`src/common/fbr_pkg.sv`:
```
// Purpose: Shared constants and carrier types of the fan boost and ramp block.
// Assumes: Byte-wide registers at their device offsets; 10 MHz core clock.
// Notes: Temperatures are signed whole degrees; filtered ones carry 4 fraction
//        bits.
`default_nettype none
package fbr_pkg;
	// Register offsets on the byte-wide host register port.
	localparam logic [7:0] FBR_ADDR_RAMP = 8'hbf;
	localparam logic [7:0] FBR_ADDR_HYST12 = 8'hc0;
	localparam logic [7:0] FBR_ADDR_HYST34 = 8'hc1;
	localparam logic [7:0] FBR_ADDR_SMOOTH12 = 8'hc2;
	// Values after reset.
	localparam logic [7:0] FBR_RST_RAMP = 8'h00;
	localparam logic [7:0] FBR_RST_HYST = 8'h44;
	localparam logic [7:0] FBR_RST_SMOOTH = 8'h00;
	// Field positions: low nibble is zone 1/3 or regulator, high the other.
	localparam int FBR_LO_NIB_LSB = 0;
	localparam int FBR_HI_NIB_LSB = 4;
	localparam int FBR_Z1_WIN_LSB = 0;
	localparam int FBR_Z1_USE_BIT = 3;
	localparam int FBR_Z2_WIN_LSB = 4;
	localparam int FBR_Z2_USE_BIT = 7;
	// Duty values; full duty is the all-ones code.
	localparam logic [7:0] FBR_DUTY_FULL = 8'hff;
	localparam logic [7:0] FBR_DUTY_OFF = 8'h00;
	localparam logic [7:0] FBR_RAMP_STEP = 8'h10;
	// Ramp step unit, 50 ms per code, and the cycles it takes at 10 MHz.
	localparam int FBR_STEP_UNIT_MS = 50;
	localparam int FBR_CLK_KHZ = 10_000;
	localparam int FBR_STEP_UNIT_CYCLES = FBR_STEP_UNIT_MS * FBR_CLK_KHZ;
	// Smoothing spans in tenths of a second for window codes 0 to 7.
	localparam int FBR_SPAN_DS [8] = '{118, 70, 44, 30, 16, 8, 6, 4};
	localparam int FBR_CYCLES_PER_DS = FBR_CLK_KHZ * 100;
	// The filter is a first-order average with this shift per update.
	localparam int FBR_FILT_SHIFT = 4;
	localparam int FBR_FILT_UPDATES = 1 << FBR_FILT_SHIFT;
	// Host register access request, one cycle per access.
	typedef struct packed {
		logic [7:0] addr;
		logic [7:0] wrData;
		logic wrEn;
		logic rdEn;
	} fbr_reg_req_t;
	// Four zone temperatures, zone 1 in the lowest byte.
	typedef struct packed {
		logic [3:0][7:0] temp;
	} fbr_zone_temps_t;
endpackage : fbr_pkg
`default_nettype wire

```
`src/core/fbr_fan_boost_ramp.sv`:
```
// Purpose: Ramp step delays, fan boost hysteresis and spike smoothing.
// Assumes: Overheat pins are asynchronous and active low; all else is local.
// Notes: Long cycle counts are parameters so simulation can shorten them.
`default_nettype none
module fbr_fan_boost_ramp
	import fbr_pkg::*;
#(
	parameter int STEP_UNIT_CYCLES = FBR_STEP_UNIT_CYCLES,
	parameter int CYCLES_PER_DS = FBR_CYCLES_PER_DS
) (
	input wire logic clk,
	input wire logic sys_rst,
	input wire fbr_reg_req_t regReq,
	output logic [7:0] regRdData_q,
	input wire logic regulatorOverheatInN,
	input wire logic processorOverheatInN,
	input wire fbr_zone_temps_t rawTemps,
	input wire fbr_zone_temps_t boostTemps,
	input wire logic [7:0] autoDuty,
	output logic [7:0] pwmDuty_q,
	output fbr_zone_temps_t readTemps_q,
	output fbr_zone_temps_t controlTemps_q,
	output logic [1:0][11:0] filteredTemps_q,
	output logic [3:0] boostActive_q
);
	// Software-visible registers and their next values.
	logic [7:0] rampCtl_q, rampCtl_d;
	logic [7:0] hyst12_q, hyst12_d;
	logic [7:0] hyst34_q, hyst34_d;
	logic [7:0] smooth12_q, smooth12_d;
	logic [7:0] rdData_d;
	// Two-stage synchronisers for the overheat pins, index 0 regulator.
	logic [1:0] hotMeta_q, hotSync_q;
	// Per-ramp duty and delay counter.
	logic [1:0][7:0] rampDuty_q, rampDuty_d;
	logic [1:0][23:0] rampCnt_q, rampCnt_d;
	// Per-zone filter accumulator and update timer.
	logic [1:0][11:0] filt_d;
	logic [1:0][23:0] filtCnt_q, filtCnt_d;
	// Boost latches and the outputs' next values.
	logic [3:0] boost_d;
	logic [7:0] duty_d;
	fbr_zone_temps_t control_d;

	// Writes land on the addressed register; reads return it, else zero.
	always_comb begin
		rampCtl_d = rampCtl_q;
		hyst12_d = hyst12_q;
		hyst34_d = hyst34_q;
		smooth12_d = smooth12_q;
		rdData_d = regRdData_q;
		if (regReq.wrEn) begin
			unique case (regReq.addr)
				FBR_ADDR_RAMP: rampCtl_d = regReq.wrData;
				FBR_ADDR_HYST12: hyst12_d = regReq.wrData;
				FBR_ADDR_HYST34: hyst34_d = regReq.wrData;
				FBR_ADDR_SMOOTH12: smooth12_d = regReq.wrData;
				default: begin
					// Unmapped writes are dropped.
				end
			endcase
		end
		if (regReq.rdEn) begin
			unique case (regReq.addr)
				FBR_ADDR_RAMP: rdData_d = rampCtl_q;
				FBR_ADDR_HYST12: rdData_d = hyst12_q;
				FBR_ADDR_HYST34: rdData_d = hyst34_q;
				FBR_ADDR_SMOOTH12: rdData_d = smooth12_q;
				default: rdData_d = 8'h00;
			endcase
		end
	end

	// Register file and read data, plus the pin synchronisers.
	always_ff @(posedge clk) begin
		if (sys_rst) begin
			rampCtl_q <= FBR_RST_RAMP;
			hyst12_q <= FBR_RST_HYST;
			hyst34_q <= FBR_RST_HYST;
			smooth12_q <= FBR_RST_SMOOTH;
			regRdData_q <= 8'h00;
			hotMeta_q <= 2'b00;
			hotSync_q <= 2'b00;
		end else begin
			rampCtl_q <= rampCtl_d;
			hyst12_q <= hyst12_d;
			hyst34_q <= hyst34_d;
			smooth12_q <= smooth12_d;
			regRdData_q <= rdData_d;
			// Pins are active low; invert before the first stage.
			hotMeta_q <= ~{processorOverheatInN, regulatorOverheatInN};
			hotSync_q <= hotMeta_q;
		end
	end

	// One ramp per overheat source. While the source is hot the duty climbs
	// one step per delay expiry; once it clears the duty falls the same way.
	for (genvar r = 0; r < 2; r++) begin : gRamp
		logic [3:0] code;
		logic [23:0] limit;
		logic moving;
		assign code = (r == 0) ? rampCtl_q[FBR_LO_NIB_LSB +: 4]
			: rampCtl_q[FBR_HI_NIB_LSB +: 4];
		// Delay is code times the 50 ms unit.
		assign limit = 24'(int'(code) * STEP_UNIT_CYCLES);
		assign moving = hotSync_q[r] ? (rampDuty_q[r] != FBR_DUTY_FULL)
			: (rampDuty_q[r] != FBR_DUTY_OFF);

		always_comb begin
			rampDuty_d[r] = rampDuty_q[r];
			rampCnt_d[r] = 24'h0000;
			if (code == 4'h0) begin
				// No delay means no gradual slope at all.
				rampDuty_d[r] = hotSync_q[r] ? FBR_DUTY_FULL
					: FBR_DUTY_OFF;
			end else if (moving) begin
				if (rampCnt_q[r] >= limit - 24'h0001) begin
					// Saturating step keeps the duty inside its range.
					if (hotSync_q[r]) begin
						rampDuty_d[r] = (rampDuty_q[r] > FBR_DUTY_FULL -
							FBR_RAMP_STEP) ? FBR_DUTY_FULL
							: rampDuty_q[r] + FBR_RAMP_STEP;
					end else begin
						rampDuty_d[r] = (rampDuty_q[r] < FBR_RAMP_STEP) ?
							FBR_DUTY_OFF
							: rampDuty_q[r] - FBR_RAMP_STEP;
					end
				end else begin
					rampCnt_d[r] = rampCnt_q[r] + 24'h0001;
				end
			end
		end

		always_ff @(posedge clk) begin
			if (sys_rst) begin
				rampDuty_q[r] <= FBR_DUTY_OFF;
				rampCnt_q[r] <= 24'h0000;
			end else begin
				rampDuty_q[r] <= rampDuty_d[r];
				rampCnt_q[r] <= rampCnt_d[r];
			end
		end
	end

	// Spike smoothing for zones 1 and 2. The average moves a sixteenth of the
	// way toward the raw value per update, so sixteen updates span the window.
	// This costs precision on short windows but needs no sample memory.
	for (genvar z = 0; z < 2; z++) begin : gSmooth
		logic [2:0] win;
		logic [23:0] span;
		logic signed [12:0] diff;
		assign win = smooth12_q[(z == 0 ? FBR_Z1_WIN_LSB : FBR_Z2_WIN_LSB) +: 3];
		// Cycles between updates for the selected window.
		assign span = 24'(FBR_SPAN_DS[win] * CYCLES_PER_DS /
			FBR_FILT_UPDATES);
		assign diff = $signed({rawTemps.temp[z][7], rawTemps.temp[z],
			4'h0}) - $signed({filteredTemps_q[z][11], filteredTemps_q[z]});

		always_comb begin
			filt_d[z] = filteredTemps_q[z];
			filtCnt_d[z] = filtCnt_q[z] + 24'h0001;
			// Runs whatever the use bit says, so software can always read it.
			if (filtCnt_q[z] >= span - 24'h0001) begin
				filtCnt_d[z] = 24'h0000;
				filt_d[z] = filteredTemps_q[z] +
					12'(diff >>> FBR_FILT_SHIFT);
			end
		end

		always_ff @(posedge clk) begin
			if (sys_rst) begin
				filteredTemps_q[z] <= 12'h000;
				filtCnt_q[z] <= 24'h0000;
			end else begin
				filteredTemps_q[z] <= filt_d[z];
				filtCnt_q[z] <= filtCnt_d[z];
			end
		end
	end

	// Pick the temperature that limits and fan control see per zone.
	always_comb begin
		control_d = rawTemps;
		if (smooth12_q[FBR_Z1_USE_BIT]) begin
			control_d.temp[0] = filteredTemps_q[0][11:4];
		end
		if (smooth12_q[FBR_Z2_USE_BIT]) begin
			control_d.temp[1] = filteredTemps_q[1][11:4];
		end
	end

	// Boost latch per zone: set above the boost point, released only once the
	// zone is below it by the hysteresis. Nine bits avoid wrap at the ends.
	for (genvar b = 0; b < 4; b++) begin : gBoost
		logic [3:0] hyst;
		logic signed [8:0] temp9, boost9, release9;
		assign hyst = (b < 2) ? hyst12_q[(b % 2) * 4 +: 4]
			: hyst34_q[(b % 2) * 4 +: 4];
		assign temp9 = $signed({control_d.temp[b][7], control_d.temp[b]});
		assign boost9 = $signed({boostTemps.temp[b][7], boostTemps.temp[b]});
		// Hysteresis is zero-extended, never sign-extended.
		assign release9 = boost9 - $signed({5'b00000, hyst});
		always_comb begin
			boost_d[b] = boostActive_q[b];
			if (temp9 > boost9) begin
				boost_d[b] = 1'b1;
			end else if (temp9 < release9) begin
				boost_d[b] = 1'b0;
			end
		end
	end

	// Final duty: boost forces full, else the largest request wins.
	always_comb begin
		duty_d = autoDuty;
		if (rampDuty_q[0] > duty_d) begin
			duty_d = rampDuty_q[0];
		end
		if (rampDuty_q[1] > duty_d) begin
			duty_d = rampDuty_q[1];
		end
		if (|boost_d) begin
			duty_d = FBR_DUTY_FULL;
		end
	end

	// Output registers; reading temperatures always carry raw values.
	always_ff @(posedge clk) begin
		if (sys_rst) begin
			pwmDuty_q <= FBR_DUTY_OFF;
			boostActive_q <= 4'h0;
			readTemps_q <= '0;
			controlTemps_q <= '0;
		end else begin
			pwmDuty_q <= duty_d;
			boostActive_q <= boost_d;
			readTemps_q <= rawTemps;
			controlTemps_q <= control_d;
		end
	end
endmodule : fbr_fan_boost_ramp
`default_nettype wire

```
`config.mk`:
```
export PLATFORM = sky130hd
export DESIGN_NAME = fbr_fan_boost_ramp
export DESIGN_NICKNAME = d
export VERILOG_FILES = /design/src/common/fbr_pkg.sv /design/src/core/fbr_fan_boost_ramp.sv
export SDC_FILE = /design/constraint.sdc
export NUM_CORES = 1
export LEC_CHECK = 0
export BUFFER_PORTS_ARGS = -buffer_cell sky130_fd_sc_hd__buf_2
export CAP_MARGIN = 20
export CORE_UTILIZATION = 50
export CTS_CLUSTER_SIZE = 14
export DETAILED_ROUTE_END_ITERATION = 6
export GPL_TIMING_DRIVEN = 1
export PLACE_DENSITY = 0.69
export SYNTH_ARGS = -nofsm -noshare
export SYNTH_HDL_FRONTEND = slang
export SYNTH_SLANG_ARGS = --single-unit
```
`constraint.sdc`:
```
create_clock -name clk -period 10.3 [get_ports clk]
set_input_delay 0.515 -clock clk [delete_from_list [all_inputs] [get_ports clk]]
set_output_delay 0.515 -clock clk [all_outputs]
set_load 0.02 [all_outputs]
```
# Word level (Yosys, flattened, before mapping)
# Memories as Yosys holds them, arrays and structs flattened.
# Cells that the tools add are included.
# totals
ff_bits,240
latch_bits,0
ram_bits,0
mem_bits_ro,512
in_bits,94
wordCells,133
memories,2
# op_classes
addsub,20
multipliers,4
div,0
magnitude_cmp,20
eq_ne,6
shift,0
n_mux,34
n_bitwise,5
reduce_logical,19
# memory_table
memory,depth,width,read_ports,rd_clocked_by_memory_dff,wr,line,rtl
(no name shown),8,32,1,0,0,fbr_fan_boost_ramp.sv:154,assign span = 24'(FBR_SPAN_DS[win] * CYCLES_PER_DS /
(no name shown),8,32,1,0,0,fbr_fan_boost_ramp.sv:154,
# ops
operator,count
8-bit two-way mux,19
32-bit two-way mux,4
"24-bit by 1-bit adder with 24-bit output, second input constant",4
24-bit >= comparator,4
"32-bit by 15-bit multiplier with 22-bit output, second input constant",2
8-bit > comparator,6
"23-bit by 1-bit subtractor with 24-bit output, second input constant",2
"24-bit by 1-bit subtractor with 24-bit output, second input constant",2
8-bit by 9-bit < comparator with 1-bit output,4
"4-bit by 14-bit multiplier with 18-bit output, second input constant",2
8-bit by 5-bit subtractor with 9-bit output,4
"8-bit equality test, second input constant",4
8-bit case mux with 4 select lines,1
12-bit by 12-bit subtractor with 13-bit output,2
12-bit adder,2
"8-bit by 5-bit adder with 8-bit output, second input constant",2
"8-bit > comparator, second input constant",2
"8-bit by 5-bit < comparator with 1-bit output, second input constant",2
"8-bit != test, second input constant",2
8-bit nonzero test,2
"8-bit by 5-bit subtractor with 8-bit output, second input constant",2
2-bit AND reduction,6
4-bit OR reduction,3
1-bit two-way mux,10
other kinds (7),15

# Longest topological paths before layout
# depth
ltp_word,8
depth_mapped,33
depth_no_buf,30

# Worst setup path before layout
# Ideal clock, no wire load.
# synth_path
kind,reg-to-reg
from,register smooth12_q[5]
to,register filteredTemps_q[13] in the netlist's numbering
t_arrival_ps,6804
slack_ps,3368
stages_incl_launch_ff,30
n_path_buf,2
period_less_slack_ps,6932
cell_sequence,dfxtp_1 clkbuf_1 inv_1 ha_1 a21oi_1 ha_1 inv_1 fa_1 inv_1 ha_1 a31o_2 ha_1 ha_1 ha_1 ha_1 a21oi_1 o21ai_0 xnor2_1 nor4_1 xnor2_1 ha_1 a21o_1 a21oi_1 o21ai_1 a21oi_1 nor2b_1 a311oi_1 buf_2 mux2i_1 nor2_1
# synth_via
elab_chain_len,7
# synth_rtl
element,line,rtl
start: declaration,fbr_fan_boost_ramp.sv:30,"logic [7:0] smooth12_q, smooth12_d;"
start signal: assignment,fbr_fan_boost_ramp.sv:88,smooth12_q <= smooth12_d;
3-bit inverter with 4-bit output (implied by the code),fbr_fan_boost_ramp.sv:154,
memory read 8 x 32 bit,-,
32-bit two-way mux (implied by the code) (2 in series),fbr_fan_boost_ramp.sv:154,
32-bit by 15-bit multiplier with 22-bit output,fbr_fan_boost_ramp.sv:154,
24-bit by 1-bit subtractor with 24-bit output,fbr_fan_boost_ramp.sv:163,if (filtCnt_q[z] >= span - 24'h0001) begin
24-bit >= comparator,fbr_fan_boost_ramp.sv:163,
end signal: indexed assignment,fbr_fan_boost_ramp.sv:175,filteredTemps_q[z] <= filt_d[z];
end: declaration,fbr_fan_boost_ramp.sv:23,"output logic [1:0][11:0] filteredTemps_q,"
# No other way between the ends. The select of a mux whose other input is x is not followed.
# A chain may end at the register's enable or synchronous reset.

# Worst setup path after layout
# layout_path
from,register smooth12_q[5]
to,register filtCnt_q[41] in the netlist's numbering
# layout_via
elab_chain_len,8
# layout_rtl
element,line,rtl
3-bit inverter with 4-bit output (implied by the code),fbr_fan_boost_ramp.sv:154,
memory read 8 x 32 bit,-,
32-bit two-way mux (implied by the code) (2 in series),fbr_fan_boost_ramp.sv:154,
32-bit by 15-bit multiplier with 22-bit output,fbr_fan_boost_ramp.sv:154,
24-bit by 1-bit subtractor with 24-bit output,fbr_fan_boost_ramp.sv:163,
24-bit >= comparator,fbr_fan_boost_ramp.sv:163,
2-bit OR reduction (no line),-,
end signal: indexed assignment,fbr_fan_boost_ramp.sv:176,filtCnt_q[z] <= filtCnt_d[z];
end: declaration,fbr_fan_boost_ramp.sv:39,"logic [1:0][23:0] filtCnt_q, filtCnt_d;"
# No other way between the ends. The select of a mux whose other input is x is not followed.

==> flow_summary.yaml <==
setup_path:
  crit_end: "filtCnt_q[41]"
  critPathLaunch: "smooth12_q[5]"
  cp.arrival_ns: 8.12
  required_ns: 10.79
  worstSetupPathType: "reg -> reg"
  max_stage_delay_ns: 0.69
  end_kind: "flop"
  rr_worst_depth: 28
  crit_top_cell: "ha_1"
  r2r-start: "smooth12_q[5]"
  worst-path-max-fanout: 24
  rrSetupSlack_ns: 2.67
  crit_slowest_cell: "dfxtp_1"
  r2r-end: "filtCnt_q[41]"
  critPathLaunchType: "flop"
sta:
  rsz0062_at_grt: "false"
  tns_ns: 0
  worst_pin_slew_ns: 1.07
  fin_ws_ns: 2.67
  finalCritPeriodShare_pct: 74.1
  finClkSkew_ns: 0.0162
  whs_ns: 0.162
  hold_viol_final: 0
  drv_slew: 0
  fin_crit_ns: 7.63
  setup_viol: 0
  slew-limit-headroom_pct: 27.6
  fmax_mhz: 131
synthesis:
  synth_xor_area_share_pct: 10.4
  synth-compound-area-share_pct: 13.2
  yosysMostFrequentCell: "ha_1"
  synth_area_leader_cell: "ha_1"
  async_flop_share_pct: 0
  yosysSeqAreaShare_pct: 22.7
  synth_top_area_share_pct: 24.0
  synth.area.mux_share_pct: 2.89
  synth_cell_types: 79
  synth_top_family_by_area: "adder cells"
  synthAdderAreaFrac_pct: 26.8
  synth_area_mm2: 0.0206
  synthSimpleGateAreaFrac_pct: 18.8
  syn-num-nets: 2948
  synth_ff_type: "dfxtp_1"
  synth.avg_cell_area_um2: 8.49
  netlist_instances: 2429
  synth_warnings: 0
  ys_top_cells_by_count: "396 x ha_1, 250 x nor2_1, 234 x dfxtp_1"
  synth_edf_count: 0
  synth_area_leaders: "ha_1 24%, dfxtp_1 23%, xnor2_1 6.1%"
  ys_seq_elements: 234
floorplanning:
  rows: 74
  die-area_mm2: 0.0421
  die_x_um: 205
  boundaryPins: 202
  die_y_um: 205
  core_area_mm2: 0.0407
  start_util_pct: 50.6
global_routing:
  grt_antenna_before_repair: 6
  grt_max_degree: 78
  grt_pass1_vias: 16900
  grt_overflow: 0
  grtUsageTotal_pct: 23.2
  grt_pass1_wl_um: 81500
place:
  dp.final_hpwl_um: 39100
  pre_cts_ws_ns: 2.70
  portBuffers: 201
  gp_congestion: 0.893
clock_network:
  cts_buffers: 30
  cts.repair.resized: 0
  cts_hold_buf: 0
  htreeDepth: 1
  cts_tree: "built"
  cts_setup_buffers: 0
  insertion_delay_ns: 0.58
  clock_sinks: 234
  cts_root_buf: "clkbuf_16"
  path_clk_slew_ns: 0.06
  cts_buffer_depth: 3
detailed_routing:
  vias_per_cell: 5.52
  totalWireLength_um: 48900
  routedWlPerCell_um: 15.5
  first_pass_iters: 7
  ant_nets: 0
  num_vias: 17400
  drt_iter0_markers: 808
  drc_errors: 0
cells_and_area:
  drive_above_1_share_pct: 11.4
  syn2layout_area_growth_pct: 11.9
  finalNetCount: 3117
  n_fill_cell: 3748
hold_path:
  hold_path.class: "in -> reg"
power_and_ir_drop:
  ir_drop_uv: 128
  leakage_nw: 11.0
  p_total_mw: 2.33
  p_per_area_mw_per_mm2: 101
outcome:
  status: "completed"
flow_run:
  drv_cap: 0
==> worst min path at each step <==
stage	startpoint	end	slack, ns	depth (start not counted)
floorplan	rampCnt_q[24]	rampCnt_q[24]	0.41	1
finish	processorOverheatInN	hotMeta_q[1]	0.16	2
global route	processorOverheatInN	hotMeta_q[1]	0.13	2
detailed placement	rampCnt_q[24]	rampCnt_q[24]	0.44	1
global placement	hotMeta_q[1]	hotSync_q[1]	0.42	1
CTS	processorOverheatInN	hotMeta_q[1]	0.13	2
==> cells by family after synthesis <==
family                   after synthesis
AO/OA/AOI/OAI                        426
XOR/XNOR                             244
flip-flops                           234
AND/OR/NAND/NOR                      782
buffers and inverters                261
multiplexers                          57
adder cells (fa/ha/maj)              425
==> metal layers <==
layer / up-vias / track usage (%) / wire (um)
li1: 8829 / - / -
met1: 8163 / 30.5 / 22900
met2: 346 / 38.7 / 22400
met3: 77 / 3.90 / 2420
met4: 8 / 6.64 / 1110
met5: - / 0 / 42
==> critical path: cells and delay by family (launching register included) <==
kind | cells | cell delay, ns
fa+ha+maj | 9 | 2.79
compound gates | 9 | 1.80
simple gates | 4 | 1.16
buf+inv | 4 | 0.76
flops | 1 | 0.69
xor+xnor | 2 | 0.34
==> registers in the layout, indices dropped and copies added, names as in the netlist <==
signal / flops
hotSync_q: 2
hyst34_q: 8
regRdData_q: 8
hyst12_q: 8
rampDuty_q: 10
readTemps_q: 16
boostActive_q: 4
hotMeta_q: 2
filtCnt_q: 48
smooth12_q: 8
rampCnt_q: 48
rampCtl_q: 8
controlTemps_q: 32
filteredTemps_q: 24
pwmDuty_q: 8
==> where the power goes <==
group	internal [mW]	switching, mW
Combinational	0.133	0.182
Clock	0.662	0.421
Sequential	0.924	0.0114
Total	1.72	0.614
==> cells in the final DEF (no fill, tap or decap), types with 71 or more instances in the layout <==
cell     Yosys  layout
ha_1       396     396
nor2_1     250     250
dfxtp_1    234     234
buf_2        3     200
inv_1      186     186
a21oi_1    148     148
xnor2_1    144     144
nand2_1    141     141
xor2_1      99      99
nand3_1     94      94
nor2b_1     77      77
o21ai_0     71      71
==> stage by stage <==
stage                     area (um^2)  utilization [%]  std cells
after floorplan                 20600                -       2429
after global routing            23100             56.6       3154
after global placement          22000             54.1       3098
final                           23100             56.6       3157
after detailed placement        22000             54.1       3098
after CTS                       23100             56.6       3153
==> final cells by class <==
| class | count | area (um^2) | share of cell area (%) |
|---|---|---|---|
| diodes | 4 | 10.0 | 0.0434 |
| clock buffers | 42 | 867 | 3.76 |
| clock inverters | 13 | 161 | 0.699 |
| inverters | 187 | 702 | 3.04 |
| multi-input cells | 1934 | 14900 | 64.6 |
| flip-flops and latches | 234 | 4680 | 20.3 |
| well taps | 532 | 666 | 2.88 |
| repair buffers | 211 | 1080 | 4.70 |
Note: power is estimated with default switching activity, not from simulation.
